## src/verilog/cmpint_pkg.sv

```systemverilog
// constants and types for the comparator mode and change interrupt block
package cmpint_pkg;
	// register byte addresses (apb, one word each)
	localparam logic [11:0] CMPINT_CTRL_OFS    = 12'h000;
	localparam logic [11:0] CMPINT_FLAG_OFS    = 12'h004;
	localparam logic [11:0] CMPINT_EN_OFS      = 12'h008;
	localparam logic [11:0] CMPINT_INTERRUPT_CONTROL_REG_OFS  = 12'h00c;
	localparam logic [11:0] CMPINT_STAT_OFS    = 12'h010;
	localparam logic [11:0] CMPINT_SLEEP_OFS   = 12'h014;
	// field positions
	localparam int CMPINT_MODE_LSB   = 0;
	localparam int CMPINT_OUT1_BIT   = 6;
	localparam int CMPINT_OUT2_BIT   = 7;
	localparam int CMPINT_CHG_BIT    = 6;
	localparam int CMPINT_CHGEN_BIT  = 6;
	localparam int CMPINT_PERIPHERAL_INT_ENABLE_BIT   = 6;
	localparam int CMPINT_GIE_BIT    = 7;
	localparam int CMPINT_SETTLE_BIT = 0;
	localparam int CMPINT_WAKE_BIT   = 1;
	// mode values: after reset, and comparators off
	localparam logic [2:0] CMPINT_MODE_RST  = 3'h0;
	localparam logic [2:0] CMPINT_MODE_OFF  = 3'h7;
	// mode-change settling time and its cycle count at 20 mhz
	localparam int CMPINT_CLK_MHZ       = 20;
	localparam int CMPINT_SETTLE_NS     = 10000;
	localparam int CMPINT_SETTLE_CYC    = (CMPINT_SETTLE_NS * CMPINT_CLK_MHZ + 999) / 1000;
	localparam logic [7:0] CMPINT_SETTLE_W = CMPINT_SETTLE_CYC[7:0];
	// quarter phases of one instruction cycle
	typedef enum logic [1:0] {
		CMPINT_Q1,
		CMPINT_Q2,
		CMPINT_Q3,
		CMPINT_Q4
	} cmpint_phase_e;
endpackage : cmpint_pkg

```

## src/verilog/cmpint_sync.sv

```systemverilog
// two-flop synchroniser for the comparator outputs
`timescale 1ns/10ps
module cmpint_sync
	import cmpint_pkg::*;
#(
	parameter int W = 2
) (
	// clock and reset
	input  wire logic         pclk,
	input  wire logic         presetn,
	// async in, synced out
	input  wire logic [W-1:0] d_async,
	output logic      [W-1:0] d_sync
);
	logic [W-1:0] meta_r;

	always_ff @(posedge pclk or negedge presetn) begin
		if (!presetn) begin
			meta_r <= '0;
			d_sync <= '0;
		end else begin
			meta_r <= d_async;
			d_sync <= meta_r;
		end
	end
endmodule : cmpint_sync

```

## src/verilog/cmpint_phase.sv

```systemverilog
// quarter-phase generator for the instruction cycle
`timescale 1ns/10ps
module cmpint_phase
	import cmpint_pkg::*;
(
	// clock and reset
	input  wire logic    pclk,
	input  wire logic    presetn,
	// current quarter phase
	output cmpint_phase_e phase
);
	always_ff @(posedge pclk or negedge presetn) begin
		if (!presetn) begin
			phase <= CMPINT_Q1;
		end else begin
			case (phase)
				CMPINT_Q1: phase <= CMPINT_Q2;
				CMPINT_Q2: phase <= CMPINT_Q3;
				CMPINT_Q3: phase <= CMPINT_Q4;
				CMPINT_Q4: phase <= CMPINT_Q1;
				default:   phase <= CMPINT_Q1;
			endcase
		end
	end
endmodule : cmpint_phase

```

## src/verilog/cmpint_top.sv

```systemverilog
// comparator mode control, change flag and interrupt, apb slave
`timescale 1ns/10ps
//
// Overview of operation
// - eight comparator modes selected by a three-bit mode field.
// - output bits may be invalid during settling after a mode change.
// - change flag sets when either output differs from latched value.
// - both comparator outputs read in control register bits 7:6.
// - change flag at flag register bit 6, cleared by writing zero.
// - writing one to the change flag sets it like a real change.
// - interrupt only when change enable, peripheral and global enables set.
// - flag still sets when any enable is clear.
// - change coincident with a control read in phase two may be missed.
// - any control register read or write relatches the outputs.
// - persisting mismatch keeps setting the flag after clearing.
// - active comparator keeps running and flagging during sleep.
// - enabled change interrupt wakes the device from sleep.
// - mode 111 turns both comparators off.
// - waking from sleep leaves the control register unchanged.
// - reset returns control register to mode 000.
module cmpint_top
	import cmpint_pkg::*;
(
	// clock and reset
	input  wire logic        pclk,
	input  wire logic        presetn,
	// apb slave
	input  wire logic        psel,
	input  wire logic        penable,
	input  wire logic        pwrite,
	input  wire logic [11:0] paddr,
	input  wire logic [31:0] pwdata,
	output logic      [31:0] prdata,
	output logic             pready,
	output logic             pslverr,
	// analog comparator side
	input  wire logic        first_comparator_output,
	input  wire logic        second_comparator_output,
	output logic      [2:0]  comparator_mode_field,
	output logic             comparators_off,
	// core side
	input  wire logic        sleep_req,
	output logic             irq,
	output logic             wake
);
	logic [1:0]    cmp_sync;
	cmpint_phase_e phase;
	logic [1:0]    latched_r;
	logic          chg_flag_r;
	logic          chg_en_r;
	logic          peripheral_int_enable_r;
	logic          gie_r;
	logic          asleep_r;
	logic [7:0]    settle_r;
	logic          wr_acc;
	logic          rd_acc;
	logic          ctrl_hit;
	logic          mismatch;
	logic          req;
	logic [31:0]   rdata_nxt;

	// decode a register address to a one-word hit
	function automatic logic addr_hit(input logic [11:0] a, input logic [11:0] ofs);
		addr_hit = (a == ofs);
	endfunction : addr_hit

	cmpint_sync #(
		.W(2)
	) u_sync (
		.pclk    (pclk),
		.presetn (presetn),
		.d_async ({second_comparator_output, first_comparator_output}),
		.d_sync  (cmp_sync)
	);

	cmpint_phase u_phase (
		.pclk    (pclk),
		.presetn (presetn),
		.phase   (phase)
	);

	// zero-wait apb: every access completes in its first access cycle
	assign wr_acc   = psel && penable && pwrite;
	assign rd_acc   = psel && penable && !pwrite;
	assign ctrl_hit = addr_hit(paddr, CMPINT_CTRL_OFS);
	assign mismatch = (cmp_sync != latched_r);
	assign req      = chg_flag_r && chg_en_r && peripheral_int_enable_r && gie_r;

	always_ff @(posedge pclk or negedge presetn) begin
		if (!presetn) begin
			comparator_mode_field <= CMPINT_MODE_RST;
		end else if (wr_acc && ctrl_hit) begin
			comparator_mode_field <= pwdata[CMPINT_MODE_LSB +: 3];
		end
	end

	always_ff @(posedge pclk or negedge presetn) begin
		if (!presetn) begin
			comparators_off <= 1'b0;
		end else if (wr_acc && ctrl_hit) begin
			comparators_off <= (pwdata[CMPINT_MODE_LSB +: 3] == CMPINT_MODE_OFF);
		end
	end

	// settling window after a write that changes the mode
	always_ff @(posedge pclk or negedge presetn) begin
		if (!presetn) begin
			settle_r <= 8'h00;
		end else if (wr_acc && ctrl_hit
			&& pwdata[CMPINT_MODE_LSB +: 3] != comparator_mode_field) begin
			settle_r <= CMPINT_SETTLE_W;
		end else if (settle_r != 8'h00) begin
			settle_r <= settle_r - 8'h01;
		end
	end

	always_ff @(posedge pclk or negedge presetn) begin
		if (!presetn) begin
			latched_r <= 2'h0;
		end else if (psel && penable && ctrl_hit) begin
			latched_r <= cmp_sync;
		end
	end

	// change flag: hardware set beats software clear
	always_ff @(posedge pclk or negedge presetn) begin
		if (!presetn) begin
			chg_flag_r <= 1'b0;
		end else if (mismatch && !(rd_acc && ctrl_hit && phase == CMPINT_Q2)) begin
			// set while mismatch stands, enables ignored
			// a control register read landing in phase two may swallow the set
			chg_flag_r <= 1'b1;
		end else if (wr_acc && addr_hit(paddr, CMPINT_FLAG_OFS)) begin
			// write zero clears, write one sets
			chg_flag_r <= pwdata[CMPINT_CHG_BIT];
		end
	end

	// enables
	always_ff @(posedge pclk or negedge presetn) begin
		if (!presetn) begin
			chg_en_r <= 1'b0;
			peripheral_int_enable_r   <= 1'b0;
			gie_r    <= 1'b0;
		end else if (wr_acc) begin
			if (addr_hit(paddr, CMPINT_EN_OFS)) begin
				chg_en_r <= pwdata[CMPINT_CHGEN_BIT];
			end
			if (addr_hit(paddr, CMPINT_INTERRUPT_CONTROL_REG_OFS)) begin
				peripheral_int_enable_r <= pwdata[CMPINT_PERIPHERAL_INT_ENABLE_BIT];
				gie_r  <= pwdata[CMPINT_GIE_BIT];
			end
		end
	end

	// sleep state; leaves it on an enabled change
	always_ff @(posedge pclk or negedge presetn) begin
		if (!presetn) begin
			asleep_r <= 1'b0;
			wake     <= 1'b0;
		end else begin
			// wake ignores the global enable, as on the core
			wake <= asleep_r && chg_flag_r && chg_en_r;
			if (asleep_r && chg_flag_r && chg_en_r) begin
				asleep_r <= 1'b0;
			end else if (sleep_req) begin
				asleep_r <= 1'b1;
			end
		end
	end

	always_ff @(posedge pclk or negedge presetn) begin
		if (!presetn) begin
			irq <= 1'b0;
		end else begin
			irq <= req;
		end
	end

	// read mux
	always_comb begin
		rdata_nxt = 32'h0000_0000;
		case (paddr)
			CMPINT_CTRL_OFS: begin
				// outputs in bits 7:6, zero while settling
				rdata_nxt[CMPINT_MODE_LSB +: 3] = comparator_mode_field;
				rdata_nxt[CMPINT_OUT1_BIT] = cmp_sync[0] && (settle_r == 8'h00);
				rdata_nxt[CMPINT_OUT2_BIT] = cmp_sync[1] && (settle_r == 8'h00);
			end
			CMPINT_FLAG_OFS:   rdata_nxt[CMPINT_CHG_BIT] = chg_flag_r;
			CMPINT_EN_OFS:     rdata_nxt[CMPINT_CHGEN_BIT] = chg_en_r;
			CMPINT_INTERRUPT_CONTROL_REG_OFS: begin
				rdata_nxt[CMPINT_PERIPHERAL_INT_ENABLE_BIT] = peripheral_int_enable_r;
				rdata_nxt[CMPINT_GIE_BIT]  = gie_r;
			end
			CMPINT_STAT_OFS: begin
				rdata_nxt[CMPINT_SETTLE_BIT] = (settle_r != 8'h00);
				rdata_nxt[CMPINT_WAKE_BIT]   = asleep_r;
			end
			default: rdata_nxt = 32'h0000_0000;
		endcase
	end

	// registered read data; pready registered high, one-cycle access
	always_ff @(posedge pclk or negedge presetn) begin
		if (!presetn) begin
			prdata  <= 32'h0000_0000;
			pready  <= 1'b0;
			pslverr <= 1'b0;
		end else begin
			pready  <= psel && !penable;
			pslverr <= psel && !penable && !(addr_hit(paddr, CMPINT_CTRL_OFS)
				|| addr_hit(paddr, CMPINT_FLAG_OFS) || addr_hit(paddr, CMPINT_EN_OFS)
				|| addr_hit(paddr, CMPINT_INTERRUPT_CONTROL_REG_OFS) || addr_hit(paddr, CMPINT_STAT_OFS));
			if (psel && !penable && !pwrite) begin
				prdata <= rdata_nxt;
			end
		end
	end
endmodule : cmpint_top

```

## config.mk

```make
export PLATFORM = sky130hd
export DESIGN_NAME = cmpint_top
export DESIGN_NICKNAME = d
export VERILOG_FILES = /design/src/verilog/cmpint_pkg.sv /design/src/verilog/cmpint_sync.sv /design/src/verilog/cmpint_phase.sv /design/src/verilog/cmpint_top.sv
export SDC_FILE = /design/constraint.sdc
export NUM_CORES = 1
export LEC_CHECK = 0
export ABC_AREA = 1
export BUFFER_PORTS_ARGS = -buffer_cell sky130_fd_sc_hd__buf_4
export CORE_MARGIN = 3
export CORE_UTILIZATION = 42
export CTS_CLUSTER_DIAMETER = 40
export CTS_CLUSTER_SIZE = 40
export DETAILED_ROUTE_END_ITERATION = 16
export PLACE_DENSITY = 0.87
export SYNTH_ARGS = -nofsm -noshare
export SYNTH_HDL_FRONTEND = slang
export SYNTH_HIERARCHICAL = 1
export SYNTH_SLANG_ARGS = --single-unit
export TNS_END_PERCENT = 50
```

## constraint.sdc

```tcl
create_clock -name pclk -period 1.5 [get_ports pclk]
set_input_delay 0.075 -clock pclk [delete_from_list [all_inputs] [get_ports pclk]]
set_output_delay 0.075 -clock pclk [all_outputs]
set_load 0.01 [all_outputs]
```

==> results <==
- The proportion of register bits with asynchronous set or reset after synthesis is 100.0%.
- The most instantiated flip-flop cell in the synthesis netlist is sky130_fd_sc_hd__dfrtp_1.
- The reg-to-reg startpoint is settle_r[0]$_DFFE_PN0P_.
- The highest fanout seen on the critical path is 6.
- The critical path capture point type is a flop.
- Of the total power, the share spent switching nets is roughly 28%.
- The critical path is of the flop to flop type.
- The highest cell delay on the worst timing path is 0.40 ns.
- Counting flops with a built-in enable in the synthesized netlist gives 0.
- After the first detailed-routing iteration, the DRC count stood at ~60.
- The portion of total power attributed to the clock network is between 30% and 40%.
- Following the worst setup path forward leads to its endpoint at prdata[7]$_DFFE_PN0P_.
- The area overhead of the layout relative to synthesis is 22.06%.
- The cell seen most often among critical-path stages is sky130_fd_sc_hd__nand2_1.
- Traced cell by cell, the critical path runs through inv_2 > ha_4 > nand2_1 > nor2_2 > nand2_2 > inv_4 > nand2_1 > o21ai_1 > nand2_1 > nand2_1.
- The sequential area share after synthesis is 43.48%.
- The final-report hold violation count came to 0.
- Of the cells placed in the final design, the portion with a size suffix greater than 1 is 26.17%.
- The number of buffers inserted during clock tree synthesis is 5.
- The design area is between 2000 and 2500 µm².
- The CTS clock-pin slew for the worst setup and hold paths is approximately 0.070 ns.
- The worst hold-check path type is input pin to flop.
- Data on the critical path is required at its endpoint by 1.73 ns.
- By instance count, the leading cell after synthesis is sky130_fd_sc_hd__nand2_1.
- The final instance count without filler cells is 350.
- Of all cell types, the one taking the most synthesized area is sky130_fd_sc_hd__dfrtp_1.
- Across all layers, the routed design uses roughly 1600 vias.
- The final routed DRC violation total is 0.
- The slowest cell on the critical path is sky130_fd_sc_hd__dfrtp_1.
- For this design the total switching power over the nets is approximately 0.57 mW.
- In the synthesized netlist, the number of instances is between 200 and 250.
- The via density per instance is about 4.7.
- The post-route antenna net violation count is 0.
- The worst register-to-register path has a setup slack of roughly 0.024 ns.
- Max-cap violations in this run came to 0.
- In the final design database the tool counted approximately 350 nets.
- The clock root buffer is sky130_fd_sc_hd__clkbuf_8.
- Global routing used between 10% and 20% of the available tracks.
- The floorplan step defined a die boundary enclosing roughly 5500 µm².
- The Yosys step of the flow raised 6 warnings.
- The routed length per placed instance is 11.42 µm.
- Each instance of the synthesized netlist takes up on average 7.987 µm².
- The static power due to leakage is around 1.3 nW.
- The top-area cell type share of the netlist area is 43.48%.
- The worst endpoint data arrival time is between 1.5 and 2 ns.
- TritonCTS built the clock tree.
- Tracing the worst setup path back leads to its startpoint at settle_r[0]$_DFFE_PN0P_.
- Setup violations remaining at the end of the flow were counted as 0.
- The number of synthesized register bits is 34.
- On the final layout, the worst clock skew is around 0.0029 ns.
- The number of clock sinks is 34.
- The pre-antenna-repair detailed-routing pass consisted of 4 iterations.
- The via count of the first global-routing pass is 1470.
- The number of stages on the worst hold path is 3.
- The power per cell area is 858.4 nW/µm².
- After synthesis, the netlist uses 26 different library cells.
- For the worst-skew pair, the clock arrives at the later sink with an insertion delay of a little under 0.3 ns.
- The floorplan step set the die height to approximately 74 µm.
- The run finished with clean final reports.
- The number of cells on the worst reg-to-reg path is 10.
- The worst supply voltage drop on vdd is 0.5546 mV.
- Detailed placement finished with a half-perimeter wire length of between 3000 and 4000 µm.
- The number of placed instances, taps included is 335.
- The capture point of the worst reg-to-reg path is prdata[7]$_DFFE_PN0P_.
- The share of the clock period used by the worst path after layout is between 90% and 100%.
- The H-tree depth is 2.
- The row count is 24.
- The area of the placeable core is 4414 µm².
- The commonest cells after synthesis are sky130_fd_sc_hd__nand2_1, sky130_fd_sc_hd__dfrtp_1, sky130_fd_sc_hd__inv_1, sky130_fd_sc_hd__buf_4, sky130_fd_sc_hd__nor2_1.
- Of the total power, combinational logic draws between 10% and 20%.
- The first global-routing pass estimated approximately 6300 µm of wire.
- The pin count of the biggest net entering global routing is 35.
- Timing would allow up to approximately 680 MHz.
- The worst slack at placement is roughly 0.061 ns.
- Setup repair after global routing could not meet its margin everywhere.
- The filler cell count in the final layout is ~410.
- For this block, the routed nets add up to approximately 4000 µm of wire.
- The area taken by flip-flops and latches is approximately 850 µm².
- Once routing completed, OpenROAD measured the worst setup slack at between 0.02 and 0.025 ns.
- After synthesis, the cell types taking the most area are sky130_fd_sc_hd__dfrtp_1, sky130_fd_sc_hd__nand2_1, sky130_fd_sc_hd__buf_4.
- The initial utilization of the core area, before any placement, comes to roughly 44%.
- The sort of element at the start of the critical path is a flop.
- The horizontal die dimension is 74.26 µm.
- The total overflow left after global routing is 0.
- At the end of routability-driven placement, the weighted congestion stood at 0.8479.
- The number of I/O port buffers is 37.
- Summing every instance area after synthesis gives around 2000 µm².
- The max-slew violation count is 0.
- The area of combinational cells with multiple inputs is between 800 and 900 µm².
- Once placement finished, the instance area stood at between 2000 and 2500 µm².
- The number of antenna diodes in the final layout is 0.
- In this run the count of I/O pins placed on the die edge is roughly 90.
- The worst path in the final design needs a cycle of roughly 1.5 ns, including I/O delays and setup.
- In this run the deepest clock path goes through 2 buffers.
- The sequential group share of total power is between 50% and 60%.
- The total internal power is ~1.5 mW.
- The total power after layout is 2.050 mW.
- The initial antenna violation count was 0.
-- what timing repair did --
action,in CTS,in global routing
hold buffers,4,0
resized for setup,0,8
setup endpoints to repair,0,6
hold endpoints to repair,37,0
setup buffers,0,3
-- area by class of cell --
type                    count  share of cell area, %
flip-flops and latches     34                  35.62
multi-input cells         176                  37.30
repair buffers             46                  14.88
well taps                  52                  2.724
clock buffers               7                  3.614
inverters                  34                  5.657
clock inverters             1                 0.2095
-- cell usage in the layout (no fill, tap or decap), drive strengths merged, types with 3 or more instances in the layout --
cell         instances
ha                   3
nor2                31
conb                27
dfrtp               34
o21ai               14
nand3               13
dlygate4sd3          4
inv                 33
clkbuf               7
nand2               64
nor3                 9
xor2                 6
buf                 42
-- state kept, by name (all words and copies together), names as in the netlist --
| signal | cells |
|---|---|
| chg_flag_r | 1 |
| prdata | 5 |
| pready | 1 |
| u_sync/d_sync | 2 |
| u_sync/meta_r | 2 |
| latched_r | 2 |
| asleep_r | 1 |
| u_phase/phase | 2 |
| comparators_off | 1 |
| gie_r | 1 |
| pslverr | 1 |
| peripheral_int_enable_r | 1 |
| wake | 1 |
| chg_en_r | 1 |
| settle_r | 8 |
| comparator_mode_field | 3 |
| irq | 1 |
-- how the worst min path moves through the flow --
| stage | start | endpoint | slack [ns] |
|---|---|---|---|
| final | pwdata[1] | comparator_mode_field[1]$_DFFE_PN0P_ | 0.02 |
| after global routing | pwdata[1] | comparator_mode_field[1]$_DFFE_PN0P_ | 0.04 |
| after CTS | sleep_req | asleep_r$_DFFE_PN0P_ | 0.01 |
| after detailed placement | presetn | comparators_off$_DFFE_PN0P_ | 0.04 |
| after global placement | presetn | comparators_off$_DFFE_PN0P_ | 0.04 |
| after floorplan | presetn | asleep_r$_DFFE_PN0P_ | -0.22 |
-- critical path: cells and delay by family, from the launching register on --
kind,cells,cell delay [ns]
AO/OA/AOI/OAI,1,0.14
buffers and inverters,2,0.19
AND/OR/NAND/NOR,6,0.54
flip-flops,1,0.40
adder cells (fa/ha/maj),1,0.13
-- power groups by stage --
stage	sequential [mW]	clock, mW	combinational [mW]
2_1_floorplan	1.05	0	0.235
3_3_place_gp	1.06	0	0.281
3_5_place_dp	1.06	0	0.290
4_1_cts	1.04	0.715	0.299
5_1_grt	1.05	0.750	0.349
6_report	1.05	0.699	0.307
-- logic make-up (layout without fill, tap and decap cells) --
kind of cell / after synthesis / after routing / share of synthesized area, %
AOI/OAI and AO/OA: 17 / 17 / 4.795
DFF: 34 / 34 / 43.48
other: 1 / 27 / 0.1916
buffers and inverters: 61 / 88 / 17.13
adders and majority gates: 3 / 3 / 1.918
and+or+nand+nor: 122 / 122 / 29.35
xor gates and xnor gates: 7 / 7 / 3.133
-- routing by layer --
metal  global-route usage [%]  up-vias  wire length [µm]
met5                        0        -                 0
met4                    7.115        0               115
met3                    4.324       13               334
met2                    25.20       64              2025
met1                    17.32      761              1522
li1                         -      802                 -
-- metrics by stage --
stage / hold slack (ns) / util (%) / setup TNS (ns)
after detailed placement: 0.04454 / 50.06 / 0
final: 0.01946 / 54.11 / 0
after CTS: 0.009671 / 53.03 / 0
after global placement: 0.03866 / 50.06 / 0
after floorplan: -0.2206 / - / 0
after global routing: 0.03874 / 54.11 / -0.2398
(Power assumes the default switching activity.)
